[config.mk]
export PLATFORM = sky130hd
export DESIGN_NAME = apo_adc_port
export DESIGN_NICKNAME = d
export VERILOG_FILES = /design/src/rtl/apo_pkg.sv /design/src/rtl/apo_fifo.sv /design/src/rtl/apo_adc_port.sv
export SDC_FILE = /design/constraint.sdc
export NUM_CORES = 1
export LEC_CHECK = 0
export BUFFER_PORTS_ARGS = -buffer_cell sky130_fd_sc_hd__buf_4
export CAP_MARGIN = 15
export CELL_PAD_IN_SITES_DETAIL_PLACEMENT = 0
export CELL_PAD_IN_SITES_GLOBAL_PLACEMENT = 1
export CORE_MARGIN = 2
export CORE_UTILIZATION = 49
export CTS_CLUSTER_SIZE = 24
export DETAILED_ROUTE_END_ITERATION = 10
export MAX_ROUTING_LAYER = met4
export PLACE_DENSITY_LB_ADDON = 0.1
export SYNTH_ARGS = -nofsm -noshare
export SYNTH_HDL_FRONTEND = slang
export SYNTH_HIERARCHICAL = 1
export SYNTH_SLANG_ARGS = --single-unit
[constraint.sdc]
create_clock -name clock_i -period 5 [get_ports clock_i]
set_clock_uncertainty 0.15 [all_clocks]
set_input_delay 0.5 -clock clock_i [delete_from_list [all_inputs] [get_ports clock_i]]
set_output_delay 0.5 -clock clock_i [all_outputs]
set_load 0.005 [all_outputs]
[src/rtl/apo_pkg.sv]
package apo_pkg;

  // Output word and conversion pipeline geometry.
  localparam int          WORD_W      = 12;
  localparam int          STAGE_COUNT = 12;
  localparam int          LATENCY     = 7;
  localparam int          PAIR_REGS   = 5;
  localparam int          FIFO_DEPTH  = 4;

  // Residue arithmetic: one full-scale step equals 2048 output codes.
  localparam int          RES_W       = 14;
  localparam logic [13:0] FULL_SCALE  = 14'h0800;
  localparam logic [13:0] STAGE_THR   = 14'h0200;
  localparam int          TOP_WEIGHT  = 10;

  // Offset binary landmarks of the output code.
  localparam logic [11:0] CODE_ZERO   = 12'h800;
  localparam logic [11:0] CODE_MIN    = 12'h000;
  localparam logic [11:0] CODE_MAX    = 12'hfff;
  localparam logic [11:0] WORD_RESET  = 12'h000;

  // Sample clock limits that the clock source must respect, in kHz.
  localparam int          CLK_MIN_KHZ = 100;
  localparam int          CLK_MAX_KHZ = 60000;

  // Consecutive running cycles after which output words are fresh samples.
  localparam logic [3:0]  FRESH_RUN   = 4'h8;

endpackage : apo_pkg

[src/rtl/apo_fifo.sv]
`timescale 1ns/10ps
module apo_fifo #(
  parameter int WIDTH = 12,
  parameter int DEPTH = 4
) (
  input  wire logic             clock_i,
  input  wire logic             arst_n_i,
  input  wire logic             in_valid_i,
  output      logic             in_ready_o,
  input  wire logic [WIDTH-1:0] in_data_i,
  output      logic             out_valid_o,
  input  wire logic             out_ready_i,
  output      logic [WIDTH-1:0] out_data_o
);
  localparam int PTR_W = (DEPTH > 1) ? $clog2(DEPTH) : 1;
  localparam int CNT_W = $clog2(DEPTH + 1);
  localparam logic [PTR_W-1:0] LAST_PTR = PTR_W'(DEPTH - 1);
  localparam logic [CNT_W-1:0] FULL_CNT = CNT_W'(DEPTH);

  logic [WIDTH-1:0] store [DEPTH];
  logic [PTR_W-1:0] wr_ptr;
  logic [PTR_W-1:0] rd_ptr;
  logic [CNT_W-1:0] count;
  logic             push;
  logic             pop;

  assign in_ready_o  = (count != FULL_CNT);
  assign out_valid_o = (count != '0);
  assign out_data_o  = store[rd_ptr];
  assign push        = in_valid_i && in_ready_o;
  assign pop         = out_valid_o && out_ready_i;

  always_ff @(posedge clock_i) begin
    if (push) begin
      store[wr_ptr] <= in_data_i;
    end
  end

  always_ff @(posedge clock_i or negedge arst_n_i) begin
    if (!arst_n_i) begin
      wr_ptr <= '0;
      rd_ptr <= '0;
      count  <= '0;
    end else begin
      if (push) begin
        wr_ptr <= (wr_ptr == LAST_PTR) ? '0 : wr_ptr + 1'b1;
      end
      if (pop) begin
        rd_ptr <= (rd_ptr == LAST_PTR) ? '0 : rd_ptr + 1'b1;
      end
      if (push && !pop) begin
        count <= count + 1'b1;
      end else if (pop && !push) begin
        count <= count - 1'b1;
      end
    end
  end

endmodule : apo_fifo

[src/rtl/apo_adc_port.sv]
`timescale 1ns/10ps
module apo_adc_port
  import apo_pkg::*;
#(
  parameter int DEPTH = FIFO_DEPTH
) (
  input  wire logic               clock_i,
  input  wire logic               arst_n_i,
  input  wire logic signed [11:0] analog_sample_i,
  input  wire logic               output_enable_n_i,
  input  wire logic               shutdown_request_i,
  output      logic [11:0]        sample_word_out_o,
  output      logic [5:0]         sample_word_low_bits_o,
  output      logic [5:0]         sample_word_high_bits_o,
  output      logic               sample_word_oe_o,
  output      logic               shutdown_active_o
);

  // One 1.5-bit decision step: residue doubles minus the decided reference,
  // and the decision adds its binary weight into the correction sum.
  function automatic logic [2*RES_W-1:0] apo_step(
    input logic signed [RES_W-1:0] res,
    input logic signed [RES_W-1:0] acc,
    input int                      idx
  );
    logic signed [RES_W-1:0] two_r;
    logic signed [RES_W-1:0] wt;
    two_r = res <<< 1;
    wt    = $signed(RES_W'(1) << (TOP_WEIGHT - idx));
    if (res > $signed(STAGE_THR)) begin
      apo_step = {two_r - $signed(FULL_SCALE), acc + wt};
    end else if (res < -$signed(STAGE_THR)) begin
      apo_step = {two_r + $signed(FULL_SCALE), acc - wt};
    end else begin
      apo_step = {two_r, acc};
    end
  endfunction : apo_step

  logic signed [RES_W-1:0] pr_res [PAIR_REGS+1];
  logic signed [RES_W-1:0] pr_acc [PAIR_REGS+1];
  logic                    pr_vld [PAIR_REGS+1];
  logic                    advance;
  logic                    fifo_in_ready;
  logic                    fifo_out_valid;
  logic [WORD_W-1:0]       fifo_out_data;
  logic [WORD_W-1:0]       code_word;
  logic [2*RES_W-1:0]      last_pair;
  logic signed [RES_W-1:0] last_res;
  logic signed [RES_W-1:0] last_acc;
  logic signed [RES_W-1:0] code_full;
  logic [WORD_W-1:0]       out_word;
  logic                    out_load;

  // Conversion only moves while awake; a full buffer also holds the pipe
  // so no word is ever dropped between the stages and the output latch.
  assign advance = !shutdown_request_i && fifo_in_ready;

  // Track-and-hold: the input is caught on the rising clock edge.
  always_ff @(posedge clock_i or negedge arst_n_i) begin
    if (!arst_n_i) begin
      pr_res[0] <= '0;
      pr_acc[0] <= '0;
      pr_vld[0] <= 1'b0;
    end else if (advance) begin
      pr_res[0] <= RES_W'(analog_sample_i);
      pr_acc[0] <= '0;
      pr_vld[0] <= 1'b1;
    end
  end

  // Each register holds the result of two stages, so a sample crosses one
  // stage per half clock period.
  for (genvar k = 1; k <= PAIR_REGS; k++) begin : g_pair
    logic [2*RES_W-1:0] first_s;
    logic [2*RES_W-1:0] second_s;
    assign first_s  = apo_step(pr_res[k-1], pr_acc[k-1], 2*k - 2);
    assign second_s = apo_step(first_s[2*RES_W-1:RES_W], first_s[RES_W-1:0], 2*k - 1);
    always_ff @(posedge clock_i or negedge arst_n_i) begin
      if (!arst_n_i) begin
        pr_res[k] <= '0;
        pr_acc[k] <= '0;
        pr_vld[k] <= 1'b0;
      end else if (advance) begin
        pr_res[k] <= second_s[2*RES_W-1:RES_W];
        pr_acc[k] <= second_s[RES_W-1:0];
        pr_vld[k] <= pr_vld[k-1];
      end
    end
  end

  // Stage eleven is a decision step; stage twelve only resolves the sign of
  // the remaining residue, which rounds the corrected sum down exactly.
  assign last_pair = apo_step(pr_res[PAIR_REGS], pr_acc[PAIR_REGS], STAGE_COUNT - 2);
  assign last_res  = last_pair[2*RES_W-1:RES_W];
  assign last_acc  = last_pair[RES_W-1:0];
  assign code_full = last_acc + $signed(RES_W'(CODE_ZERO))
                     - ((last_res < 0) ? $signed(RES_W'(1)) : $signed(RES_W'(0)));

  // Offset binary with saturation; the clamp never bites for legal input.
  always_comb begin
    if (code_full < 0) begin
      code_word = CODE_MIN;
    end else if (code_full > $signed(RES_W'(CODE_MAX))) begin
      code_word = CODE_MAX;
    end else begin
      code_word = code_full[WORD_W-1:0];
    end
  end

  apo_fifo #(
    .WIDTH (WORD_W),
    .DEPTH (DEPTH)
  ) u_fifo (
    .clock_i     (clock_i),
    .arst_n_i    (arst_n_i),
    .in_valid_i  (pr_vld[PAIR_REGS] && advance),
    .in_ready_o  (fifo_in_ready),
    .in_data_i   (code_word),
    .out_valid_o (fifo_out_valid),
    .out_ready_i (!shutdown_request_i),
    .out_data_o  (fifo_out_data)
  );

  // Output latch: the last pipeline step, frozen through shutdown.
  assign out_load = fifo_out_valid && !shutdown_request_i;

  always_ff @(posedge clock_i or negedge arst_n_i) begin
    if (!arst_n_i) begin
      out_word <= WORD_RESET;
    end else if (out_load) begin
      out_word <= fifo_out_data;
    end
  end

  assign sample_word_out_o       = out_word;
  assign sample_word_low_bits_o  = out_word[5:0];
  assign sample_word_high_bits_o = out_word[11:6];
  assign sample_word_oe_o        = !output_enable_n_i;
  assign shutdown_active_o       = shutdown_request_i;

  // Checking helpers: the ideal code of the present input and a count of
  // consecutive running cycles, after which words are fresh samples.
  logic [WORD_W-1:0] ideal_code;
  logic [3:0]        run_cnt;
  assign ideal_code = {~analog_sample_i[11], analog_sample_i[10:0]};

  always_ff @(posedge clock_i or negedge arst_n_i) begin
    if (!arst_n_i) begin
      run_cnt <= '0;
    end else if (shutdown_request_i) begin
      run_cnt <= '0;
    end else if (run_cnt != FRESH_RUN) begin
      run_cnt <= run_cnt + 4'h1;
    end
  end
endmodule : apo_adc_port

* Word level (Yosys, flattened, before mapping) *
Memory sizes are Yosys's and may differ from the RTL's. A register that Yosys moved wholly into a read port is not among the register bits.
Cells that the tools add are included.

word-level totals
  memory bits (writable) = 48
  output and inout port bits = 26
  word-level logic and storage cells = 141
  register bits after elaboration = 165
  memories = 1
  input port bits = 16

memories
  memory        depth  bits a word  read ports  clocked after memory_dff  write ports  line            text
  u_fifo.store  4      12           1           1                         1            apo_fifo.sv:20  logic [WIDTH-1:0] store [DEPTH];

operators by class
  magnitude comparators = 25
  reductions and logical operators = 13
  add/sub/neg operators = 48
  multiplexer cells = 31
  eq/ne operators = 3

operator list
  operator                count
  $mux 28                 22
  $add 14x13->14 const B  11
  $gt 14x11->1 const B    10
  $lt 14x10->1 const B    10
  $sub 14x13->14 const B  10
  $lt 14x1->1 const B     2
  $mux 12                 2
  $add 13x13->14 const B  1
  $add 14x10->14 const B  1
  $add 14x11->14 const B  1
  $add 14x2->14 const B   1
  $add 14x3->14 const B   1
  $add 14x4->14 const B   1
  $add 14x5->14 const B   1
  $add 14x6->14 const B   1
  $add 14x7->14 const B   1
  $add 14x8->14 const B   1
  $add 14x9->14 const B   1
  $gt 14x13->1 const B    1
  $sub 13x13->14 const B  1
  $sub 14x10->14 const B  1
  $sub 14x11->14 const B  1
  $sub 14x2->14           1
  $sub 14x2->14 const B   1
  21 further kinds        36

* Longest topological paths before layout *
  depth after elaboration = 9
  gate-level depth with buffers = 19
  gate-level depth less buffers = 18

* Cells and area by module *
Netlist, hierarchy kept.

modules (own cells, without submodules)
  module        times used  cells each  sequential area each (um^2)  area an instance (um^2)
  apo_adc_port  1           1009        2827.7                       8398.1
  apo_fifo      1           100         1616.6                       2197.1

* Worst setup path before layout *
No wires, ideal clock.

  path type = reg2reg
  start = register pr_res[13] in the netlist's numbering
  end = memory u_fifo.store[0][3], data pin
  arrival = 3.656 ns
  cell stages (with the launch flop) = 16
  data required time = 4.551 ns
  setup time = 0.299 ns
  path slack = 0.896 ns
  path through = dfrtp_1 -> nor4_1 -> ha_1 -> nor3b_1 -> and2_1 -> clkbuf_1 -> xor2_1 -> inv_1 -> ha_1 -> nand3_1 -> o211ai_1 -> o41ai_1 -> or4_1 -> a41oi_1 -> o21ai_1 -> a31oi_1

on the way
  word-level cells in the longest chain between the ends = 9
  elaborated cells between the ends (all ways) = 12
  classes of those cells = 2 x add/sub; 5 x order compare; 5 x mux

ends and longest elaborated chain
  what                             line                 text
  start, declared                  apo_adc_port.sv:39   logic signed [RES_W-1:0] pr_res [PAIR_REGS+1];
  start signal, assigned by index  apo_adc_port.sv:84   pr_res[k] <= second_s[2*RES_W-1:RES_W];
  $lt 14x10->1                     apo_adc_port.sv:32   end else if (res < -$signed(STAGE_THR)) begin
  $mux 28                          apo_adc_port.sv:32
  $mux 28 *                        apo_adc_port.sv:30   if (res > $signed(STAGE_THR)) begin
  $lt 14x1->1                      apo_adc_port.sv:97   - ((last_res < 0) ? $signed(RES_W'(1)) : $signed(RES_W'(0)));
  $mux 1                           apo_adc_port.sv:97
  $sub 14x2->14 *                  apo_adc_port.sv:97
  $gt 14x13->1                     apo_adc_port.sv:103  end else if (code_full > $signed(RES_W'(CODE_MAX))) begin
  $mux 12                          apo_adc_port.sv:103
  $mux 12 *                        apo_adc_port.sv:101  if (code_full < 0) begin
  named net code_word[3]           apo_adc_port.sv:46   logic [WORD_W-1:0] code_word;
  end, declared                    apo_fifo.sv:20

Mark *: on every way through the listed nets, which the timed path passes. The rest lies on a longest branch.

* Worst setup path in the final report *
  start = register pr_res[13] in the netlist's numbering
  end = memory u_fifo.store[0][2], data pin

The elaborated chain is that of the path after synthesis.

==> results by group <==
Routing
  • Post-DR wirelength/cell: 15.8 um
  • TritonRoute pass-1 iters: 7
  • Drt via density: 5.63
  • Detailed Route Iter0 Violations: 476
  • Antenna-violating nets left: 0
  • Routed WL: 22.3 mm
  • Residual DRC: 0
  • Vias: 7929

Floorplanning
  • Initial core utilization: 0.501
  • Die Width: 151 um
  • CORE AREA: 21200 um^2
  • Ports: 42
  • Rows: 53
  • Die Area: 22800 um^2
  • Die Y: 151 um

CTS
  • Maximum root-to-sink buffer count: 2
  • Clock net sink count: 168
  • TritonCTS Buffers: 17
  • Worst-path clk slew: 80 ps
  • Clk root buf: clkbuf_16
  • H-tree level count: 4
  • CTS tree: done
  • Insertion delay to the later sink of the worst-skew pair: 430 ps

Synthesis
  • Synth Net Count: 1184
  • FFs w/ async S/R, synth: 0.714
  • XOR/XNOR share of the synthesized area: 0.0554
  • #FFs+latches synth: 168
  • Post-synth design cell area: 10600 um^2
  • Avg Inst Size Synth: 9.55 um^2
  • Yosys Warn Count: 6
  • Adder-cell area share of the yosys netlist: 0.0711
  • Area fraction in compound gates after synthesis: 0.142
  • Leading area contributor after synthesis: dfrtp_1
  • Top area cells in the synthesized netlist: dfrtp_1 28%, edfxtp_1 14%, nand2_1 6.9%
  • Largest family of logic cells by synthesized area: simple AND/OR/NAND/NOR gates
  • Synth cell types: 84
  • Synth Area in Simple Gates: 0.199
  • Post-synth EDFFs: 48
  • Post-Syn Instances: 1109
  • Synth cell count leaders: 194 x nand2_1, 120 x dfrtp_1, 65 x nor2_1, 64 x inv_1, 57 x ha_1
  • Most frequent cell after synthesis: nand2_1
  • Ys flop type: dfrtp_1
  • Post-synth top area share: 0.283
  • Multiplexer area fraction after synthesis: 0.0618
  • Sequential fraction of the synthesis area: 0.419

STA
  • Period minus WS final: 4580 ps
  • # setup viols final: 0
  • Setup TNS: 0 ps
  • Final setup margin: 421 ps
  • Final Hold Fails: 0
  • FMAX: 218 MHz
  • Least-Margin Pin Slew: 1050 ps
  • Max transition margin: 0.299
  • Slew Limit Fails: 0
  • Unrepaired setup endpoints after global routing: false
  • Final worst-path cycle share: 0.916

Pwr
  • Tot Pwr: 8.81 mW
  • Worst VDD drop: 330 uV
  • Leakage: 5.04 nW
  • Power per Cell Area: 754 nW/um^2

Critical path
  • Max FO, Critical Path: 10
  • CP Cell Sequence: nor4_1 -> ha_1 -> nor3b_1 -> and2_1 -> xor2_1 -> inv_1 -> ha_1 -> nand3_1 -> o211ai_1 -> o41ai_1 -> or4_1 -> a41oi_1 -> or3_1 -> a31oi_1
  • Worst setup path class: reg2reg
  • Sum of buffers and inverters on the critical path: 1
  • Worst setup EP type: register
  • CP delay by family, top: simple AND/OR/NAND/NOR gates
  • Data required time at the worst endpoint: 5040 ps
  • Top cell by count, worst path: ha_1
  • Critical Path Source Type: register
  • WP data arrival: 4620 ps
  • Slowest-stage cell, CP: or3_1
  • CP peak stage delay: 550 ps

Place
  • Placer Congestion: 0.827
  • DPL Wire Length: 16.0 mm
  • Cells after DPL: 1375
  • Buffers on Ports: 41
  • DP Worst Slack: 242 ps

Global routing
  • Pin count of the biggest net entering global routing: 88
  • First-pass GRT wire length: 38.2 mm
  • GRT Residual Overflow: 0
  • Initial antenna violation count: 0
  • Vias in the first global route: 7834
  • Gr usage total: 0.215

Flow run
  • Max-cap violations: 0

Worst hold path
  • Hold crit path type: in2reg

Status
  • Status: finished, final reports clean

Layout
  • Layout cell share with drive strength beyond 1: 0.124
  • N_diodes: 0
  • Finished Layout Cells: 1408
  • Filler instances: 1956
  • Fin nets: 1195
  • Syn-to-layout area delta: 10.3%
  • Final core utilization: 0.552
==> cell type report <==
class,instances,area (um^2),area share
Inverter,64,240,0.0206
Timing Repair Buffer,50,378,0.0323
Tap cell,275,344,0.0294
Clock buffer,17,425,0.0364
Sequential cell,168,4440,0.380
Clock inverter,15,213,0.0182
Multi-Input combinational cell,819,5640,0.483
==> per-layer routing <==
layer,GRT usage,up-vias,share of wire
li1,-,3978,-
met1,0.274,3847,0.47
met2,0.368,91,0.50
met3,0.0319,13,0.020
met4,0.0444,0,0.0088
met5,-,-,0
==> placed cells by master (no fill, tap or decap), types with 27 or more instances in the layout <==
cell type and instances:
inv_1 64, a21oi_1 27, nor2_1 65, dfrtp_1 120
xnor2_1 33, buf_4 49, o21ai_0 54, ha_1 57
a31oi_1 27, xor2_1 33, nand3_1 29, edfxtp_1 48
nand2_1 193
==> sequential cells by signal, indices dropped and copies added, names as in the netlist <==
name	cells
pr_acc	43
pr_res	52
pr_vld	6
sample_word_out_o	12
u_fifo/count	3
u_fifo/rd_ptr	2
u_fifo/store	48
u_fifo/wr_ptr	2
==> logic make-up (layout without fill, tap and decap cells) <==
family                   count (synthesis)  in the layout
flip-flops                             168            168
AO/OA/AOI/OAI                          215            215
XOR/XNOR                                67             67
AND/OR/NAND/NOR                        431            431
multiplexers                            47             47
buffers and inverters                  122            146
adder cells (fa/ha/maj)                 59             59
==> repair_timing <==
action / CTS / global route
hold endpoints to repair: 25 / 0
buffers inserted: 0 / 0
setup endpoints to repair: 0 / 44
resized for setup: 0 / 1
hold buffers: 1 / 0
==> per-stage QoR <==
step / area, um^2 / hold slack [ps]
after floorplan: 10600 / 54.4
after global placement: 11000 / 297
after detailed placement: 11000 / 301
after CTS: 11700 / 85.5
after global routing: 11700 / 98.9
final: 11700 / 105
==> worst paths after layout <==
check / from / to / slack, ps / cells after the start
max: pr_res[13] / u_fifo/store[0][2] / 420 / 14
min: analog_sample_i[5] / pr_res[75] / 100 / 3
max reg2reg: pr_res[13] / u_fifo/store[0][2] / 420 / 14
min reg2reg: pr_vld[3] / pr_vld[2] / 320 / 2
max in group asynchronous: arst_n_i / pr_res[64] / 3290 / 3
min in group asynchronous: arst_n_i / pr_acc[12] / 370 / 2
==> worst register-to-register path, cell delays in order (launching register included) <==
cell,delay [ps]
dfrtp_1,440
nor4_1,300
ha_1,310
nor3b_1,310
and2_1,290
xor2_1,220
inv_1,70
ha_1,360
nand3_1,110
o211ai_1,120
o41ai_1,360
or4_1,170
a41oi_1,150
or3_1,550
a31oi_1,460
==> power breakdown <==
| part | leakage, nW | switching, mW | internal, mW |
|---|---|---|---|
| Sequential | 1.89 | 0.674 | 2.16 |
| Clock | 0.311 | 0.655 | 0.740 |
| Combinational | 2.83 | 2.59 | 2.00 |
| Total | 5.04 | 3.92 | 4.90 |
No activity file was read; power rests on OpenSTA's default activity.
